### src/hw/dtspwm_pkg.sv
// Purpose: shared constants and types of the dual timer with split mode and pwm
// Assumes: 8-bit register port, one 25 MHz clock
// Notes: register offsets are byte addresses on the plain register port
package dtspwm_pkg;

  // register offsets
  localparam logic [7:0] OFS_CTRL_FLAGS = 8'h88;
  localparam logic [7:0] OFS_MODE_SEL = 8'h89;
  localparam logic [7:0] OFS_A_COUNT_LOW = 8'h8a;
  localparam logic [7:0] OFS_B_COUNT_LOW = 8'h8b;
  localparam logic [7:0] OFS_A_COUNT_HIGH = 8'h8c;
  localparam logic [7:0] OFS_B_COUNT_HIGH = 8'h8d;
  localparam logic [7:0] OFS_PRESCALE_PWM = 8'h91;
  localparam logic [7:0] OFS_A_RELOAD_LOW = 8'h92;
  localparam logic [7:0] OFS_B_RELOAD_LOW = 8'h93;
  localparam logic [7:0] OFS_A_RELOAD_HIGH = 8'h94;
  localparam logic [7:0] OFS_B_RELOAD_HIGH = 8'h95;

  // control and flag register bits
  localparam int BIT_OVF_B = 7;
  localparam int BIT_RUN_B = 6;
  localparam int BIT_OVF_A = 5;
  localparam int BIT_RUN_A = 4;
  localparam int BIT_EIRQ_FLAG_B = 3;
  localparam int BIT_EIRQ_TYPE_B = 2;
  localparam int BIT_EIRQ_FLAG_A = 1;
  localparam int BIT_EIRQ_TYPE_A = 0;

  // mode register: one nibble per timer
  localparam int NIB_A = 0;
  localparam int NIB_B = 4;
  localparam int POS_MODE = 0;
  localparam int POS_CNT_SEL = 2;
  localparam int POS_GATE = 3;

  // prescale and pwm register fields
  localparam int POS_PSC_A = 0;
  localparam int POS_PSC_B = 3;
  localparam int BIT_PWM_EN_A = 6;
  localparam int BIT_PWM_EN_B = 7;

  // operating modes
  localparam logic [1:0] MODE_VAR = 2'h0;
  localparam logic [1:0] MODE_AR16 = 2'h1;
  localparam logic [1:0] MODE_AR8 = 2'h2;
  localparam logic [1:0] MODE_SPLIT = 2'h3;

  // reset values
  localparam logic [7:0] RST_CTRL_FLAGS = 8'h00;
  localparam logic [7:0] RST_MODE_SEL = 8'h00;
  localparam logic [7:0] RST_PRESCALE_PWM = 8'h24;
  localparam logic [7:0] RST_BYTE = 8'h00;
  localparam logic [3:0] RST_PIN_IDLE = 4'hf;

  // pin vector positions in the synchroniser
  localparam int PIN_TMR_A = 0;
  localparam int PIN_TMR_B = 1;
  localparam int PIN_EIRQ_A = 2;
  localparam int PIN_EIRQ_B = 3;

  // result of one counting step of a timer
  typedef struct packed {
    logic [7:0] low;
    logic [7:0] high;
    logic high_wrap;
    logic ovf;
  } dtspwm_step_t;

endpackage

### src/hw/dtspwm_pinsync.sv
// Purpose: two-flop synchroniser and falling edge detect for the four pins
// Assumes: pins are asynchronous to clk_i
// Notes: reset to high so an idle-high pin gives no false edge
module dtspwm_pinsync (
  input wire logic clk_i,
  input wire logic resetn_i,
  input wire logic [3:0] pin_i,
  output logic [3:0] level_o,
  output logic [3:0] fall_o
);

  typedef struct packed {
    logic [3:0] meta;
    logic [3:0] sync;
    logic [3:0] prev;
  } dtspwm_sync_t;

  dtspwm_sync_t st_ff;
  dtspwm_sync_t nxt_st;

  // first stage only feeds the second stage
  always_comb begin
    nxt_st.meta = pin_i;
    nxt_st.sync = st_ff.meta;
    nxt_st.prev = st_ff.sync;
  end

  always_ff @(posedge clk_i or negedge resetn_i) begin
    if (!resetn_i) begin
      st_ff <= {dtspwm_pkg::RST_PIN_IDLE, dtspwm_pkg::RST_PIN_IDLE, dtspwm_pkg::RST_PIN_IDLE};
    end else begin
      st_ff <= nxt_st;
    end
  end

  assign level_o = st_ff.sync;
  // high in one sample, low in the next
  assign fall_o = st_ff.prev & ~st_ff.sync;

endmodule

### src/hw/dtspwm_extirq.sv
// Purpose: external interrupt request flags for both interrupt pins
// Assumes: level and edge inputs come from the pin synchroniser
// Notes: index 0 is pin a, index 1 is pin b
module dtspwm_extirq (
  input wire logic clk_i,
  input wire logic resetn_i,
  input wire logic [1:0] type_i,
  input wire logic [1:0] level_i,
  input wire logic [1:0] fall_i,
  input wire logic [1:0] ack_i,
  input wire logic wr_i,
  input wire logic [1:0] wdata_i,
  output logic [1:0] flag_o
);

  typedef struct packed {
    logic [1:0] flag;
  } dtspwm_eirq_t;

  dtspwm_eirq_t st_ff;
  dtspwm_eirq_t nxt_st;

  // a falling edge wins over a vector ack or a write in the same cycle
  always_comb begin
    nxt_st = st_ff;
    for (int i = 0; i < 2; i++) begin
      if (!type_i[i]) begin
        nxt_st.flag[i] = ~level_i[i];
      end else if (fall_i[i]) begin
        nxt_st.flag[i] = 1'b1;
      end else if (ack_i[i]) begin
        nxt_st.flag[i] = 1'b0;
      end else if (wr_i) begin
        nxt_st.flag[i] = wdata_i[i];
      end
    end
  end

  always_ff @(posedge clk_i or negedge resetn_i) begin
    if (!resetn_i) begin
      st_ff <= '0;
    end else begin
      st_ff <= nxt_st;
    end
  end

  assign flag_o = st_ff.flag;

endmodule

### src/hw/dtspwm_top.sv
// Purpose: two timer/counters with variable, auto-reload, split and pwm modes
// Assumes: cpu reaches registers over a plain strobe port, reads answer one cycle later
// Notes: timer pins and interrupt pins are asynchronous and pass two flops first

// Behaviour
// - timer b in mode 3 holds count
// - split mode: a low byte own counter
// - split: a high byte clocks, b run/flag
// - split: b runs unless mode 3, no flag
// - overflow flags set by hw, cleared on vector
// - edge type: falling edge sets irq flag
// - level type: flag follows inverted pin
// - type bit one edge, zero level
// - gate bit requires irq pin high
// - select bit: clock or timer pin events
// - mode 0 prescaled, mode 1 16-bit reload
// - mode 2 low byte reloads from high
// - prescale field plus one active bits
// - pwm enables drive the timer pins
// - pwm: high byte compared to high reload
// - pwm high at 00, low at compare
// - pwm on: compare updates only on high byte wrap
// - compare 00 keeps output low
// - pwm only in mode 0 or 1
// - pwm mode 1: low byte reloads linearly
// - timer function counts every clock
// - counter counts sampled falling pin edges
// - mode 1 rolls over, reloads, sets flag
// - mode 2 overflow sets flag, reloads low
module dtspwm_top (
  input wire logic clk_i,
  input wire logic resetn_i,
  input wire logic [7:0] addr_i,
  input wire logic [7:0] wdata_i,
  input wire logic wr_i,
  input wire logic rd_i,
  output logic [7:0] rdata_o,
  input wire logic timer_pin_a_i,
  input wire logic timer_pin_b_i,
  input wire logic ext_irq_pin_a_i,
  input wire logic ext_irq_pin_b_i,
  input wire logic vector_ack_ovf_a_i,
  input wire logic vector_ack_ovf_b_i,
  input wire logic vector_ack_eirq_a_i,
  input wire logic vector_ack_eirq_b_i,
  output logic overflow_flag_a_o,
  output logic overflow_flag_b_o,
  output logic ext_irq_flag_a_o,
  output logic ext_irq_flag_b_o,
  output logic baud_tick_b_o,
  output logic timer_pin_a_o,
  output logic timer_pin_a_oe_o,
  output logic timer_pin_b_o,
  output logic timer_pin_b_oe_o
);

  typedef struct packed {
    logic overflow_flag_a;
    logic overflow_flag_b;
    logic run_bit_a;
    logic run_bit_b;
    logic ext_irq_type_a;
    logic ext_irq_type_b;
    logic [7:0] mode_sel;
    logic [7:0] prescale_pwm;
    logic [7:0] low_count_a;
    logic [7:0] high_count_a;
    logic [7:0] low_count_b;
    logic [7:0] high_count_b;
    logic [7:0] low_reload_a;
    logic [7:0] high_reload_a;
    logic [7:0] low_reload_b;
    logic [7:0] high_reload_b;
    logic [7:0] cmp_a;
    logic [7:0] cmp_b;
    logic pwm_a;
    logic pwm_b;
    logic baud_b;
    logic [7:0] rdata;
  } dtspwm_state_t;

  dtspwm_state_t st_ff;
  dtspwm_state_t nxt_st;

  logic [3:0] pin_level;
  logic [3:0] pin_fall;
  logic [1:0] eirq_flag;
  logic [1:0] mode_a;
  logic [1:0] mode_b;
  logic split;
  logic pwm_act_a;
  logic pwm_act_b;
  logic tick_a;
  logic tick_b;
  logic tick_split_high;
  logic run_eff_b;
  logic ctrl_wr;
  dtspwm_pkg::dtspwm_step_t step_a;
  dtspwm_pkg::dtspwm_step_t step_b;

  // one counting step of a timer in modes 0, 1, 2; mode 3 steps the low byte only
  function automatic dtspwm_pkg::dtspwm_step_t timer_step(
    input logic [1:0] mode,
    input logic [2:0] psc,
    input logic pwm,
    input logic tick,
    input logic [7:0] low,
    input logic [7:0] high,
    input logic [7:0] rl,
    input logic [7:0] rh
  );
    logic [7:0] mask;
    dtspwm_pkg::dtspwm_step_t r;
    mask = 8'hff >> (3'h7 - psc);
    r.low = low;
    r.high = high;
    r.high_wrap = 1'b0;
    r.ovf = 1'b0;
    if (tick) begin
      case (mode)
        dtspwm_pkg::MODE_VAR: begin
          // upper low-byte bits beyond the prescaler keep their value
          r.low = (low & ~mask) | (8'(low + 8'h01) & mask);
          if ((low & mask) == mask) begin
            r.high = 8'(high + 8'h01);
            r.high_wrap = (high == 8'hff);
            r.ovf = (high == 8'hff);
          end
        end
        dtspwm_pkg::MODE_AR16: begin
          r.low = 8'(low + 8'h01);
          if (low == 8'hff) begin
            if (pwm) begin
              r.low = rl;
              r.high = 8'(high + 8'h01);
              r.high_wrap = (high == 8'hff);
              r.ovf = (high == 8'hff);
            end else if (high == 8'hff) begin
              r.low = rl;
              r.high = rh;
              r.high_wrap = 1'b1;
              r.ovf = 1'b1;
            end else begin
              r.high = 8'(high + 8'h01);
            end
          end
        end
        dtspwm_pkg::MODE_AR8: begin
          r.low = (low == 8'hff) ? high : 8'(low + 8'h01);
          r.ovf = (low == 8'hff);
        end
        default: begin
          r.low = 8'(low + 8'h01);
          r.ovf = (low == 8'hff);
        end
      endcase
    end
    return r;
  endfunction

  // pwm output: low at compare or with compare 00, high at count 00
  function automatic logic pwm_next(
    input logic [7:0] high,
    input logic [7:0] cmp,
    input logic cur
  );
    logic r;
    r = cur;
    if (cmp == 8'h00) begin
      r = 1'b0;
    end else if (high == cmp) begin
      r = 1'b0;
    end else if (high == 8'h00) begin
      r = 1'b1;
    end
    return r;
  endfunction

  dtspwm_pinsync u_pinsync (
    .clk_i(clk_i),
    .resetn_i(resetn_i),
    .pin_i({ext_irq_pin_b_i, ext_irq_pin_a_i, timer_pin_b_i, timer_pin_a_i}),
    .level_o(pin_level),
    .fall_o(pin_fall)
  );

  assign ctrl_wr = wr_i && (addr_i == dtspwm_pkg::OFS_CTRL_FLAGS);

  dtspwm_extirq u_extirq (
    .clk_i(clk_i),
    .resetn_i(resetn_i),
    .type_i({st_ff.ext_irq_type_b, st_ff.ext_irq_type_a}),
    .level_i({pin_level[dtspwm_pkg::PIN_EIRQ_B], pin_level[dtspwm_pkg::PIN_EIRQ_A]}),
    .fall_i({pin_fall[dtspwm_pkg::PIN_EIRQ_B], pin_fall[dtspwm_pkg::PIN_EIRQ_A]}),
    .ack_i({vector_ack_eirq_b_i, vector_ack_eirq_a_i}),
    .wr_i(ctrl_wr),
    .wdata_i({wdata_i[dtspwm_pkg::BIT_EIRQ_FLAG_B], wdata_i[dtspwm_pkg::BIT_EIRQ_FLAG_A]}),
    .flag_o(eirq_flag)
  );

  // mode decode and pwm qualification
  assign mode_a = st_ff.mode_sel[dtspwm_pkg::NIB_A + dtspwm_pkg::POS_MODE +: 2];
  assign mode_b = st_ff.mode_sel[dtspwm_pkg::NIB_B + dtspwm_pkg::POS_MODE +: 2];
  assign split = (mode_a == dtspwm_pkg::MODE_SPLIT);
  assign pwm_act_a = st_ff.prescale_pwm[dtspwm_pkg::BIT_PWM_EN_A] && !mode_a[1];
  assign pwm_act_b = st_ff.prescale_pwm[dtspwm_pkg::BIT_PWM_EN_B] && !mode_b[1];

  // count enables: run bit, optional gating on the irq pin, clock or pin edge
  assign tick_a = st_ff.run_bit_a
    && (!st_ff.mode_sel[dtspwm_pkg::NIB_A + dtspwm_pkg::POS_GATE] || pin_level[dtspwm_pkg::PIN_EIRQ_A])
    && (st_ff.mode_sel[dtspwm_pkg::NIB_A + dtspwm_pkg::POS_CNT_SEL]
        ? pin_fall[dtspwm_pkg::PIN_TMR_A] : 1'b1);
  // in split mode timer b's run bit belongs to timer a's high byte
  assign run_eff_b = split ? 1'b1 : st_ff.run_bit_b;
  assign tick_b = run_eff_b && (mode_b != dtspwm_pkg::MODE_SPLIT)
    && (!st_ff.mode_sel[dtspwm_pkg::NIB_B + dtspwm_pkg::POS_GATE] || pin_level[dtspwm_pkg::PIN_EIRQ_B])
    && (st_ff.mode_sel[dtspwm_pkg::NIB_B + dtspwm_pkg::POS_CNT_SEL]
        ? pin_fall[dtspwm_pkg::PIN_TMR_B] : 1'b1);
  assign tick_split_high = split && st_ff.run_bit_b;

  assign step_a = timer_step(mode_a, st_ff.prescale_pwm[dtspwm_pkg::POS_PSC_A +: 3], pwm_act_a, tick_a,
    st_ff.low_count_a, st_ff.high_count_a, st_ff.low_reload_a, st_ff.high_reload_a);
  assign step_b = timer_step(mode_b, st_ff.prescale_pwm[dtspwm_pkg::POS_PSC_B +: 3], pwm_act_b, tick_b,
    st_ff.low_count_b, st_ff.high_count_b, st_ff.low_reload_b, st_ff.high_reload_b);

  // next state: counting first, then register writes override the counters,
  // then hardware flag sets override any clear in the same cycle
  always_comb begin
    nxt_st = st_ff;
    // counters
    nxt_st.low_count_a = step_a.low;
    nxt_st.high_count_a = split ? (tick_split_high ? 8'(st_ff.high_count_a + 8'h01) : st_ff.high_count_a)
                                : step_a.high;
    nxt_st.low_count_b = step_b.low;
    nxt_st.high_count_b = step_b.high;
    // baud tick keeps flowing in split mode without touching the flag
    nxt_st.baud_b = step_b.ovf;
    // compare copies follow the reload byte every cycle while pwm is off, only on a high byte wrap while it is on
    if (!pwm_act_a || step_a.high_wrap) begin
      nxt_st.cmp_a = st_ff.high_reload_a;
    end
    if (!pwm_act_b || step_b.high_wrap) begin
      nxt_st.cmp_b = st_ff.high_reload_b;
    end
    nxt_st.pwm_a = pwm_act_a ? pwm_next(st_ff.high_count_a, st_ff.cmp_a, st_ff.pwm_a) : 1'b0;
    nxt_st.pwm_b = pwm_act_b ? pwm_next(st_ff.high_count_b, st_ff.cmp_b, st_ff.pwm_b) : 1'b0;
    // flag clear on vector entry
    if (vector_ack_ovf_a_i) begin
      nxt_st.overflow_flag_a = 1'b0;
    end
    if (vector_ack_ovf_b_i) begin
      nxt_st.overflow_flag_b = 1'b0;
    end
    // register writes
    if (wr_i) begin
      case (addr_i)
        dtspwm_pkg::OFS_CTRL_FLAGS: begin
          nxt_st.overflow_flag_b = wdata_i[dtspwm_pkg::BIT_OVF_B];
          nxt_st.run_bit_b = wdata_i[dtspwm_pkg::BIT_RUN_B];
          nxt_st.overflow_flag_a = wdata_i[dtspwm_pkg::BIT_OVF_A];
          nxt_st.run_bit_a = wdata_i[dtspwm_pkg::BIT_RUN_A];
          nxt_st.ext_irq_type_b = wdata_i[dtspwm_pkg::BIT_EIRQ_TYPE_B];
          nxt_st.ext_irq_type_a = wdata_i[dtspwm_pkg::BIT_EIRQ_TYPE_A];
        end
        dtspwm_pkg::OFS_MODE_SEL: nxt_st.mode_sel = wdata_i;
        dtspwm_pkg::OFS_A_COUNT_LOW: nxt_st.low_count_a = wdata_i;
        dtspwm_pkg::OFS_B_COUNT_LOW: nxt_st.low_count_b = wdata_i;
        dtspwm_pkg::OFS_A_COUNT_HIGH: nxt_st.high_count_a = wdata_i;
        dtspwm_pkg::OFS_B_COUNT_HIGH: nxt_st.high_count_b = wdata_i;
        dtspwm_pkg::OFS_PRESCALE_PWM: nxt_st.prescale_pwm = wdata_i;
        dtspwm_pkg::OFS_A_RELOAD_LOW: nxt_st.low_reload_a = wdata_i;
        dtspwm_pkg::OFS_B_RELOAD_LOW: nxt_st.low_reload_b = wdata_i;
        dtspwm_pkg::OFS_A_RELOAD_HIGH: nxt_st.high_reload_a = wdata_i;
        dtspwm_pkg::OFS_B_RELOAD_HIGH: nxt_st.high_reload_b = wdata_i;
        default: begin
          // unmapped writes are dropped
        end
      endcase
    end
    // hardware sets win over software or vector clears
    if (step_a.ovf) begin
      nxt_st.overflow_flag_a = 1'b1;
    end
    if (split ? (tick_split_high && st_ff.high_count_a == 8'hff) : step_b.ovf) begin
      nxt_st.overflow_flag_b = 1'b1;
    end
    // read data stands only in the cycle after the read strobe
    nxt_st.rdata = 8'h00;
    if (rd_i) begin
      case (addr_i)
        dtspwm_pkg::OFS_CTRL_FLAGS: nxt_st.rdata = {st_ff.overflow_flag_b, st_ff.run_bit_b,
          st_ff.overflow_flag_a, st_ff.run_bit_a, eirq_flag[1], st_ff.ext_irq_type_b,
          eirq_flag[0], st_ff.ext_irq_type_a};
        dtspwm_pkg::OFS_MODE_SEL: nxt_st.rdata = st_ff.mode_sel;
        dtspwm_pkg::OFS_A_COUNT_LOW: nxt_st.rdata = st_ff.low_count_a;
        dtspwm_pkg::OFS_B_COUNT_LOW: nxt_st.rdata = st_ff.low_count_b;
        dtspwm_pkg::OFS_A_COUNT_HIGH: nxt_st.rdata = st_ff.high_count_a;
        dtspwm_pkg::OFS_B_COUNT_HIGH: nxt_st.rdata = st_ff.high_count_b;
        dtspwm_pkg::OFS_PRESCALE_PWM: nxt_st.rdata = st_ff.prescale_pwm;
        dtspwm_pkg::OFS_A_RELOAD_LOW: nxt_st.rdata = st_ff.low_reload_a;
        dtspwm_pkg::OFS_B_RELOAD_LOW: nxt_st.rdata = st_ff.low_reload_b;
        dtspwm_pkg::OFS_A_RELOAD_HIGH: nxt_st.rdata = st_ff.high_reload_a;
        dtspwm_pkg::OFS_B_RELOAD_HIGH: nxt_st.rdata = st_ff.high_reload_b;
        default: nxt_st.rdata = 8'h00;
      endcase
    end
  end

  always_ff @(posedge clk_i or negedge resetn_i) begin
    if (!resetn_i) begin
      st_ff <= '0;
      st_ff.mode_sel <= dtspwm_pkg::RST_MODE_SEL;
      st_ff.prescale_pwm <= dtspwm_pkg::RST_PRESCALE_PWM;
    end else begin
      st_ff <= nxt_st;
    end
  end

  assign rdata_o = st_ff.rdata;
  assign overflow_flag_a_o = st_ff.overflow_flag_a;
  assign overflow_flag_b_o = st_ff.overflow_flag_b;
  assign ext_irq_flag_a_o = eirq_flag[0];
  assign ext_irq_flag_b_o = eirq_flag[1];
  assign baud_tick_b_o = st_ff.baud_b;
  // pins are driven only while pwm is active; otherwise they stay inputs
  assign timer_pin_a_o = st_ff.pwm_a;
  assign timer_pin_a_oe_o = pwm_act_a;
  assign timer_pin_b_o = st_ff.pwm_b;
  assign timer_pin_b_oe_o = pwm_act_b;

endmodule

### config.mk
export PLATFORM = sky130hd
export DESIGN_NAME = dtspwm_top
export DESIGN_NICKNAME = d
export VERILOG_FILES = /design/src/hw/dtspwm_pkg.sv /design/src/hw/dtspwm_pinsync.sv /design/src/hw/dtspwm_extirq.sv /design/src/hw/dtspwm_top.sv
export SDC_FILE = /design/constraint.sdc
export NUM_CORES = 1
export LEC_CHECK = 0
export ABC_CLOCK_PERIOD_IN_PS = 2810
export BUFFER_PORTS_ARGS = -buffer_cell sky130_fd_sc_hd__buf_2
export CORE_MARGIN = 5
export CORE_UTILIZATION = 50
export CTS_CLUSTER_DIAMETER = 50
export DETAILED_ROUTE_END_ITERATION = 6
export PLACE_DENSITY_LB_ADDON = 0.1
export SYNTH_ARGS = -nofsm -noshare
export SYNTH_HDL_FRONTEND = slang
export SYNTH_SLANG_ARGS = --single-unit
### constraint.sdc
create_clock -name clk_i -period 2.81 [get_ports clk_i]
set_clock_uncertainty 0.2 [all_clocks]
set_input_delay 0.281 -clock clk_i [delete_from_list [all_inputs] [get_ports clk_i]]
set_output_delay 0.281 -clock clk_i [all_outputs]
set_load 0.005 [all_outputs]
-- Word level (Yosys, flattened, before mapping)
Cells that the tools add are included.
- $add $sub $neg: 6
- equal/unequal tests: 29
- shifts and indexed selects: 2
- multiplexer cells: 62
- bitwise operators: 14
- reduce and logical (&&, ||, !) cells: 33
- operator list (cell ; count):
    2-to-1 mux 8 bit ; 19
    == test 8 bit, second input constant ; 15
    2-to-1 mux 18 bit ; 6
    one-hot mux 8 bit (11 select lines) ; 1
    2-to-1 mux 86 bit ; 1
    bitwise AND 8 bit ; 6
    one-hot mux 8 bit (3 select lines) ; 2
    one-hot mux 9 bit (2 select lines) ; 2
    adder 8 x 1 -> 8 bit, second input constant ; 4
    == test 8 bit ; 4
    logical NOT 8 bit ; 4
    2-to-1 mux 1 bit ; 24
    2-to-1 mux 10 bit ; 2
    inverter 8 bit ; 2
    bitwise OR 8 bit ; 2
    right shift 8 x 3 -> 8 bit, first input constant ; 2
    AND reduction 2 bit ; 7
    logical AND 1 bit ; 10
    != test 4 x 1 -> 1 bit, second input constant ; 2
    != test 4 x 2 -> 1 bit, second input constant ; 2
    == test 2 bit, second input constant ; 3
    logical NOT 1 bit ; 6
    2-to-1 mux 6 bit ; 1
    subtractor 3 bit, first input constant ; 2
    9 further kinds ; 17
- register bits: 127
- bits of input ports: 28
- output and inout bits: 17
- word-level logic and storage cells: 173

-- Longest topological paths before layout
Gate-level depths: netlist of the first run.
- depth after elaboration: 11
- gate-level depth with buffers: 9
- mapped depth without buffers: 7

-- By module
Synthesis of the first run repeated with hierarchy kept, for this count alone.
- cell total of the unflattened synthesis: 967
- area, all modules: 8565.7 um^2
- modules (own cells, without submodules) (module ; times used ; cells an instance ; area each (um^2) ; sequential area each (um^2)):
    dtspwm_top ; 1 ; 937 ; 8055.2 ; 2830.2
    dtspwm_pinsync ; 1 ; 20 ; 400.4 ; 315.3
    dtspwm_extirq ; 1 ; 10 ; 110.1 ; 50.0

-- Worst setup path after synthesis of the first run
Ideal clock, no wire load.
- path type: flip-flop to flip-flop
- start point: reg st_ff[68] (netlist bit)
- end point: reg st_ff[11] (netlist bit)
- data arrival time: 2.142 ns
- slack: 0.343 ns
- stages on the path, launching flop included: 8
- buffers on the path: 0
- cells stage by stage: dfrtp_1 > ha_1 > and4_1 > nand4_1 > nor2_1 > a21oi_1 > o21ai_2 > mux2_2
- longest elaborated chain between the ends: 6
- RTL lines (item ; line ; RTL):
    start, declared ; dtspwm_top.sv:82 ; dtspwm_state_t st_ff;
    start signal, assigned ; dtspwm_top.sv:315 ; st_ff <= nxt_st;
    bitwise AND 8 bit ; dtspwm_top.sv:124 ; if ((low & mask) == mask) begin
    == test 8 bit ; dtspwm_top.sv:124 ;
    2-to-1 mux 10 bit ; dtspwm_top.sv:124 ;
    one-hot mux 9 bit (2 select lines) (*) ; dtspwm_top.sv:120 ; case (mode)
    2-to-1 mux 18 bit (*) ; dtspwm_top.sv:119 ; if (tick) begin
    logical OR 1 bit (*) ; dtspwm_top.sv:242 ; if (!pwm_act_b || step_b.high_wrap) begin
Mark *: on every way between the ends. The rest lies on a longest branch, timed or not.
A chain may end at the register's enable or synchronous reset.

==> results.json, run 1 <==
{
  "status": "completed",
  "gp_congestion": 1.00,
  "cts_setup_buffers": 0,
  "cts_tree": "built",
  "row_count": 48,
  "maxCapViolations": 0,
  "rsz0062_at_grt": "false",
  "path_clk_slew_ns": 0.06,
  "arrival_ns": 2.79,
  "synth_ff_type": "dfrtp_1",
  "synthTopCellsByArea": "dfrtp_1, mux2_2, dfstp_2",
  "antenna_found_initial": 1,
  "cp-end-kind": "register",
  "grt_overflow_total": 0,
  "grt_max_degree": 62,
  "core_area_um2": 17300,
  "layout-drive-gt1-share": 0.242,
  "hold-worst-slack_ns": 0.0939,
  "yosys.area.top_type_share": 0.321,
  "cts_hold_buf": 8,
  "htree_levels": 4,
  "timing.critical_path.mode_cell": "and4_1",
  "r2r_slack_ns": 0.12,
  "nets": 1096,
  "globalRoute.busiestLayer": "met1",
  "synth-async-reset-ratio": 1.00,
  "drtPass1Iterations": 6,
  "dr_total_vias": 8575,
  "die_h_um": 143,
  "area_growth_pct": 15.2,
  "synthCells": 1007,
  "synth_cell_types": 80,
  "crit_type": "register to register",
  "cts_buffers": 17,
  "r2r-start": "st_ff[67]",
  "tightestPinTransition_ns": 0.642,
  "crit_path_start": "st_ff[67]",
  "via_per_inst": 6.60,
  "post-route-period-util": 0.958,
  "p_leak_nw": 4.24,
  "synth-warning-count": 0,
  "setup_violations": 0,
  "fin_ws_ns": 0.118,
  "irDropWorstVdd_mv": 0.551,
  "grtUsageTotal": 0.320,
  "use_met1": 0.480,
  "met2_usage": 0.458,
  "syn_nets": 1041,
  "r2r.worst_path.cells": 7,
  "antenna_left": 0,
  "grt_pass1_wl_um": 49100,
  "ys_seq_area_frac": 0.363,
  "ys_ff_latch": 127,
  "hold_violations": 0,
  "cts-resized-gates": 0,
  "cp_max_fo": 12,
  "hpwl_um": 22900,
  "die_area_um2": 20400,
  "routedWlPerCell_um": 24.7,
  "drtIter0Drc": 1225,
  "critPathTopFamily": "simple AND/OR/NAND/NOR gates",
  "cp.depth": 7,
  "slowest_delay_ns": 0.39,
  "syn-cell-area_um2": 8800,
  "gr-usage-met3": 0.0740,
  "worstPathCellList": "ha_1 > and4_1 > and4_1 > and3_1 > o32a_1 > nor3_1 > o21ai_0",
  "crit_required_ns": 2.90,
  "cp-start-kind": "register",
  "final_util": 0.586,
  "crit_end": "st_ff[73]",
  "synth_area_leader_cell": "dfrtp_1",
  "post-route-min-period_ns": 2.69,
  "syn_area_per_cell_um2": 8.74,
  "cts_sinks": 127,
  "powerDensity_nw_per_um2": 620,
  "io_buffer_count": 44,
  "diodes": 0,
  "clock.fmax_mhz": 371,
  "root_buffer": "clkbuf_16",
  "start_util": 0.509,
  "clkLatencyLatePin_ns": 0.43,
  "mostFrequentLayoutCell": "dfrtp_1",
  "totalWireLength_um": 32000,
  "hold_class": "primary input to register",
  "cts_buffer_depth": 2,
  "drc": 0,
  "cp_slowest_cell": "dfrtp_1",
  "die_w_um": 143,
  "finalSetupTns_ns": 0,
  "grt_pass1_vias": 7945,
  "synth_edf_count": 0,
  "pre_cts_ws_ns": 0.232,
  "rr_endpoint": "st_ff[73]",
  "pin_count": 45,
  "crit_buf_inv": 0,
  "relSlewSlack": 0.572,
  "final_cell_mix": "dfrtp_1, nand2_1, buf_4, o21ai_0, mux2_2",
  "slew_violations": 0
}
## registers in the layout, indices dropped and copies added (netlist names)
register / count
baud_tick_b_o: 1
mode_b: 2
overflow_flag_a_o: 1
timer_pin_a_o: 1
u_pinsync.st_ff: 4
rdata_o: 8
timer_pin_b_o: 1
mode_a: 2
u_extirq.flag_o: 2
u_pinsync.level_o: 4
u_pinsync.nxt_st: 4
overflow_flag_b_o: 1
st_ff: 96
## report_power, final
| part | internal [mW] | switching (mW) | leakage (nW) |
|---|---|---|---|
| Clock | 1.23 | 0.915 | 0.258 |
| Sequential | 2.01 | 0.272 | 1.64 |
| Combinational | 0.779 | 1.08 | 2.34 |
| Total | 4.01 | 2.26 | 4.24 |
## worst min-delay path by stage
stage                        from                 to  slack (ns)  cells past startpoint
2_1_floorplan            resetn_i      baud_tick_b_o       -0.21                      0
3_3_place_gp             resetn_i      timer_pin_a_o        0.13                      1
3_5_place_dp             resetn_i      timer_pin_a_o        0.13                      1
4_1_cts                wdata_i[6]          st_ff[73]        0.07                      3
5_1_grt                wdata_i[3]          st_ff[70]        0.10                      3
6_report       vector_ack_ovf_a_i  overflow_flag_a_o        0.09                      4
## tightest hold or removal path, delay by kind of cell
kind,cells,cell delay [ns]
buf+inv,1,0.09
compound gates,3,0.29
## per-layer routing
metal	vias up	wire, um
met5	-	0
met4	0	770
met3	59	3350
met2	507	13800
met1	4160	14100
li1	3849	-
## metrics by stage
stage / total power, mW / instance area (um^2) / std cells
2_1_floorplan: 3.41 / 8800 / 1007
3_3_place_gp: 4.09 / 9490 / 1260
3_5_place_dp: 4.09 / 9490 / 1260
4_1_cts: 6.24 / 10100 / 1299
5_1_grt: 6.56 / 10100 / 1299
6_report: 6.28 / 10100 / 1299
## synth_stat cells, drive strengths merged, types with 11 or more instances
cell	number
a211oi	11
a21oi	60
a31oi	24
and3	13
buf	32
clkbuf	63
dfrtp	113
dfstp	14
inv	29
mux2	69
mux2i	16
nand2	95
nand2b	17
nand3	50
nand4	12
nor2	59
nor2b	14
nor3	18
nor4	11
o211ai	16
o21ai	73
o22ai	11
xnor2	26
xor2	16
## cells by family after synthesis
kind of cell	Yosys count	share of synthesized area
DFF	127	0.363
muxes	87	0.112
adders and majority gates	6	0.00853
xor gates and xnor gates	42	0.0418
buffers and inverters	124	0.0602
and+or+nand+nor	330	0.190
AOI/OAI and AO/OA	291	0.225
## layout make-up
cell class,count,area [um^2]
inverters,29,109
multi-input cells,756,5070
fillers,1580,7160
clock inverters,13,131
repair buffers,131,912
well taps,225,282
clock buffers,18,429
flip-flops and latches,127,3200
Note: power is estimated with default switching activity, not from simulation.
==> run 2, diff against run 1 <==
ABC_AREA = 0   (was unset)
PLACE_DENSITY = 0.77   (was unset)
PLACE_DENSITY_LB_ADDON = unset   (was 0.1)
==> results.json, run 2 (same netlist as run 1, synthesis figures left out) <==
{
  "root_buffer": "clkbuf_16",
  "p_clk_frac": 0.360,
  "place_inst": 1259,
  "final_util": 0.589,
  "grt_max_degree": 61,
  "irDropWorstVdd_mv": 0.436,
  "hold_violations": 0,
  "tightestPinTransition_ns": 0.598,
  "p_leak_nw": 4.28,
  "clock.fmax_mhz": 377,
  "crit_path_start": "st_ff[75]",
  "via_per_inst": 6.85,
  "core_area_um2": 17300,
  "gp_congestion": 1.01,
  "hold_class": "primary input to register",
  "cp-start-kind": "register",
  "antenna_left": 0,
  "slowest_delay_ns": 0.44,
  "hpwl_um": 22400,
  "grtUsageTotal": 0.316,
  "drc": 0,
  "die_h_um": 143,
  "cp-end-kind": "register",
  "post-route-period-util": 0.943,
  "clkLatencyLatePin_ns": 0.43,
  "p_comb_frac": 0.289,
  "switching_share": 0.349,
  "mostFrequentLayoutCell": "dfrtp_1",
  "layout-drive-gt1-share": 0.244,
  "worstPathCellList": "ha_1 > and4_1 > and4_1 > o21ai_2 > mux2_2 > a211oi_1 > o21ai_0",
  "crit_type": "register to register",
  "cts_sinks": 127,
  "io_buffer_count": 44,
  "setup_violations": 0,
  "internal_power_mw": 4.20,
  "nets": 1094,
  "finalSetupTns_ns": 0,
  "place_area_um2": 9500,
  "start_util": 0.509,
  "final_cell_mix": "dfrtp_1, nand2_1, buf_4, o21ai_0, mux2_2",
  "relSlewSlack": 0.601,
  "htree_levels": 4,
  "grt_overflow_total": 0,
  "largest_reg_flops": 96,
  "dr_total_vias": 8889,
  "grt_pass1_wl_um": 49500,
  "cts_tree": "built",
  "grt_pass1_vias": 8543,
  "area_growth_pct": 15.9,
  "rr_endpoint": "st_ff[86]",
  "min_from": "wdata_i[5]",
  "cp_max_fo": 8,
  "hold_end": "st_ff[88]",
  "finalInstanceArea_um2": 10200,
  "cp_slowest_cell": "o21ai_2",
  "crit_required_ns": 2.92,
  "slew_violations": 0,
  "path_clk_slew_ns": 0.06,
  "r2r-start": "st_ff[75]",
  "cts_buffers": 17,
  "arrival_ns": 2.76,
  "cts_buffer_depth": 2,
  "drtPass1Iterations": 6,
  "critPathTopFamily": "compound AO/OA/AOI/OAI gates",
  "rsz0062_at_grt": "false",
  "die_w_um": 143,
  "worstHoldPathCells": 3,
  "p_seq_frac": 0.351,
  "diodes": 0,
  "r2r_slack_ns": 0.16,
  "post-route-min-period_ns": 2.65,
  "top_register": "st_ff",
  "antenna_found_initial": 0,
  "row_count": 48,
  "switching_power_mw": 2.25,
  "powerDensity_nw_per_um2": 633,
  "pin_count": 45,
  "maxCapViolations": 0,
  "cts_setup_buffers": 0,
  "status": "completed",
  "routedWlPerCell_um": 24.3,
  "drtIter0Drc": 1575,
  "final_cell_count_no_fill": 1298,
  "timing.critical_path.mode_cell": "and4_1",
  "r2r.worst_path.cells": 7,
  "crit_buf_inv": 0,
  "totalWireLength_um": 31500,
  "die_area_um2": 20400
}
## run 2: how the worst max path moves through the flow
| stage | to | slack [ns] | cells after the start |
|---|---|---|---|
| finish | st_ff[86] | 0.16 | 7 |
| CTS | st_ff[90] | 0.1 | 7 |
| detailed placement | st_ff[90] | 0.12 | 7 |
| global route | st_ff[24] | 0.01 | 6 |
| global placement | st_ff[90] | 0.17 | 7 |
| floorplan | st_ff[11] | 0.34 | 7 |
## run 2: routing by layer
| layer | GRT usage | vias up | wire length (um) |
|---|---|---|---|
| met5 | 0 | - | 0 |
| met4 | 0.165 | 0 | 1610 |
| met3 | 0.0787 | 137 | 3510 |
| met2 | 0.443 | 666 | 13400 |
| met1 | 0.451 | 4243 | 12900 |
| li1 | - | 3843 | - |
## run 2: through the flow
step	worst slack [ns]	hold WS, ns	power, mW
after global routing	0.0121	0.0253	6.73
after floorplan	0.343	-0.215	3.41
after detailed placement	0.117	0.105	4.06
after CTS	0.0987	0.00324	6.38
after global placement	0.166	0.0990	4.05
final	0.159	0.0257	6.45
## run 2: timing repair
item / CTS / global route
resized for setup: 0 / 5
setup endpoints to repair: 0 / 15
hold endpoints to repair: 62 / 0
hold buffers: 7 / 0
## run 2: power groups by stage
| stage | sequential, mW | combinational [mW] | clock (mW) |
|---|---|---|---|
| after floorplan | 2.13 | 1.27 | 0 |
| after global placement | 2.27 | 1.78 | 0 |
| after detailed placement | 2.27 | 1.79 | 0 |
| after CTS | 2.24 | 1.81 | 2.32 |
| after global routing | 2.27 | 2.03 | 2.43 |
| final | 2.26 | 1.87 | 2.32 |
## run 2: worst min-delay path: cells and delay by family
family                 cells  cell delay (ns)
buffers and inverters      1             0.18
AO/OA/AOI/OAI              2             0.15
## run 2: cell type report
| cell class | instances | area (um^2) |
|---|---|---|
| fillers | 1517 | 7100 |
| multi-input cells | 756 | 5090 |
| flip-flops and latches | 127 | 3200 |
| repair buffers | 129 | 907 |
| clock buffers | 18 | 429 |
| well taps | 225 | 282 |
| clock inverters | 14 | 178 |
| inverters | 29 | 109 |
==> run 3, diff against run 2 <==
==> constraint.sdc (replaced) <==
create_clock -name clk_i -period 2.81 [get_ports clk_i]
set_clock_uncertainty 0.2 [all_clocks]
set_input_delay 0.4215 -clock clk_i [delete_from_list [all_inputs] [get_ports clk_i]]
set_output_delay 0.4215 -clock clk_i [all_outputs]
set_load 0.005 [all_outputs]
==> results.json, run 3 (same netlist as run 1, synthesis figures left out) <==
{
  "status": "completed",
  "cts_setup_buffers": 0,
  "hpwl_um": 21700,
  "die_w_um": 143,
  "io_buffer_count": 44,
  "cp-start-kind": "register",
  "grt_pass1_vias": 8406,
  "die_area_um2": 20400,
  "cp_max_fo": 9,
  "gp_congestion": 1.05,
  "path_clk_slew_ns": 0.06,
  "antenna_found_initial": 1,
  "drtPass1Iterations": 6,
  "final_util": 0.586,
  "powerDensity_nw_per_um2": 637,
  "hold_class": "primary input to register",
  "place_area_um2": 9460,
  "setup_violations": 0,
  "grt_overflow_total": 0,
  "row_count": 48,
  "drtIter0Drc": 1615,
  "relSlewSlack": 0.501,
  "top_register": "st_ff",
  "p_leak_nw": 4.24,
  "crit_type": "register to register",
  "pin_count": 45,
  "cts_buffers": 17,
  "slew_violations": 0,
  "mostFrequentLayoutCell": "dfrtp_1",
  "post-route-period-util": 0.963,
  "die_h_um": 143,
  "htree_levels": 4,
  "start_util": 0.509,
  "grt_pass1_wl_um": 48300,
  "largest_reg_flops": 96,
  "clock.fmax_mhz": 370,
  "hold_violations": 0,
  "root_buffer": "clkbuf_16",
  "layout-drive-gt1-share": 0.241,
  "finalSetupTns_ns": 0,
  "totalWireLength_um": 30900,
  "routedWlPerCell_um": 23.9,
  "final_cell_mix": "dfrtp_1, nand2_1, buf_4, o21ai_0, mux2_2",
  "post-route-min-period_ns": 2.71,
  "maxCapViolations": 0,
  "arrival_ns": 2.81,
  "crit_required_ns": 2.91,
  "nets": 1089,
  "n_fill_cell": 1527,
  "cts_sinks": 127,
  "dr_total_vias": 8927,
  "tightestPinTransition_ns": 0.739,
  "grt_max_degree": 57,
  "cp-end-kind": "register",
  "irDropWorstVdd_mv": 0.455,
  "cts_buffer_depth": 2,
  "grtUsageTotal": 0.308,
  "clkLatencyLatePin_ns": 0.43,
  "drc": 0,
  "cts_tree": "built",
  "rsz0062_at_grt": "false",
  "core_area_um2": 17300,
  "antenna_left": 0,
  "via_per_inst": 6.90,
  "area_growth_pct": 15.2,
  "finalInstanceArea_um2": 10100
}
[run 3: where the power goes]
part / total, mW / switching (mW) / leakage [nW] / internal [mW]
clock: 2.33 / 0.880 / 0.293 / 1.45
sequential: 2.25 / 0.240 / 1.64 / 2.01
combinational: 1.88 / 1.11 / 2.30 / 0.773
[run 3: per-layer routing]
metal	wire, um	vias to the layer above	part of all wire	GRT usage
met4	1690	0	0.055	0.164
met5	0	-	0	0
met2	13000	643	0.42	0.437
met1	12600	4311	0.41	0.437
li1	-	3833	-	-
met3	3640	140	0.12	0.0737
[run 3: worst max-delay path: stages (launching register included)]
cell	delay [ns]
dfrtp_1	0.51
nand2_1	0.16
o21ai_1	0.20
a41oi_1	0.36
nor3_4	0.48
o21ai_0	0.28
o311ai_0	0.39
[run 3: stage by stage]
step / std cells / power (mW) / worst slack [ns] / hold WS [ns]
2_1_floorplan: 1007 / 3.41 / 0.343 / -0.0741
3_3_place_gp: 1256 / 4.04 / 0.134 / 0.146
3_5_place_dp: 1256 / 4.06 / 0.106 / 0.147
4_1_cts: 1293 / 6.39 / 0.0858 / 0.121
5_1_grt: 1294 / 6.72 / 0.0297 / 0.161
6_report: 1294 / 6.46 / 0.105 / 0.130
[run 3: worst paths after layout]
path / start / endpoint / slack [ns] / cells past startpoint
min: vector_ack_eirq_b_i / u_extirq.flag_o[1] / 0.13 / 4
max in group asynchronous: resetn_i / st_ff[96] / 1.34 / 3
max reg2reg: st_ff[72] / overflow_flag_b_o / 0.10 / 6
min reg2reg: u_pinsync.nxt_st[7] / u_pinsync.level_o[3] / 0.15 / 0
max: st_ff[72] / overflow_flag_b_o / 0.10 / 6
min in group asynchronous: resetn_i / st_ff[77] / 0.29 / 2
[run 3: layout make-up]
type | count | area (um^2) | area share
Multi-Input combinational cell | 756 | 5080 | 0.501
Inverter | 29 | 109 | 0.0107
Antenna cell | 1 | 2.50 | 0.000247
Clock buffer | 20 | 457 | 0.0451
Timing Repair Buffer | 124 | 852 | 0.0841
Tap cell | 225 | 282 | 0.0278
Clock inverter | 12 | 158 | 0.0156
Sequential cell | 127 | 3200 | 0.315
[run 3: timing repair]
item,CTS,global route
endpoints found under the hold margin,47,0
setup endpoints to repair,0,1
resized for setup,0,1
hold buffers,5,0
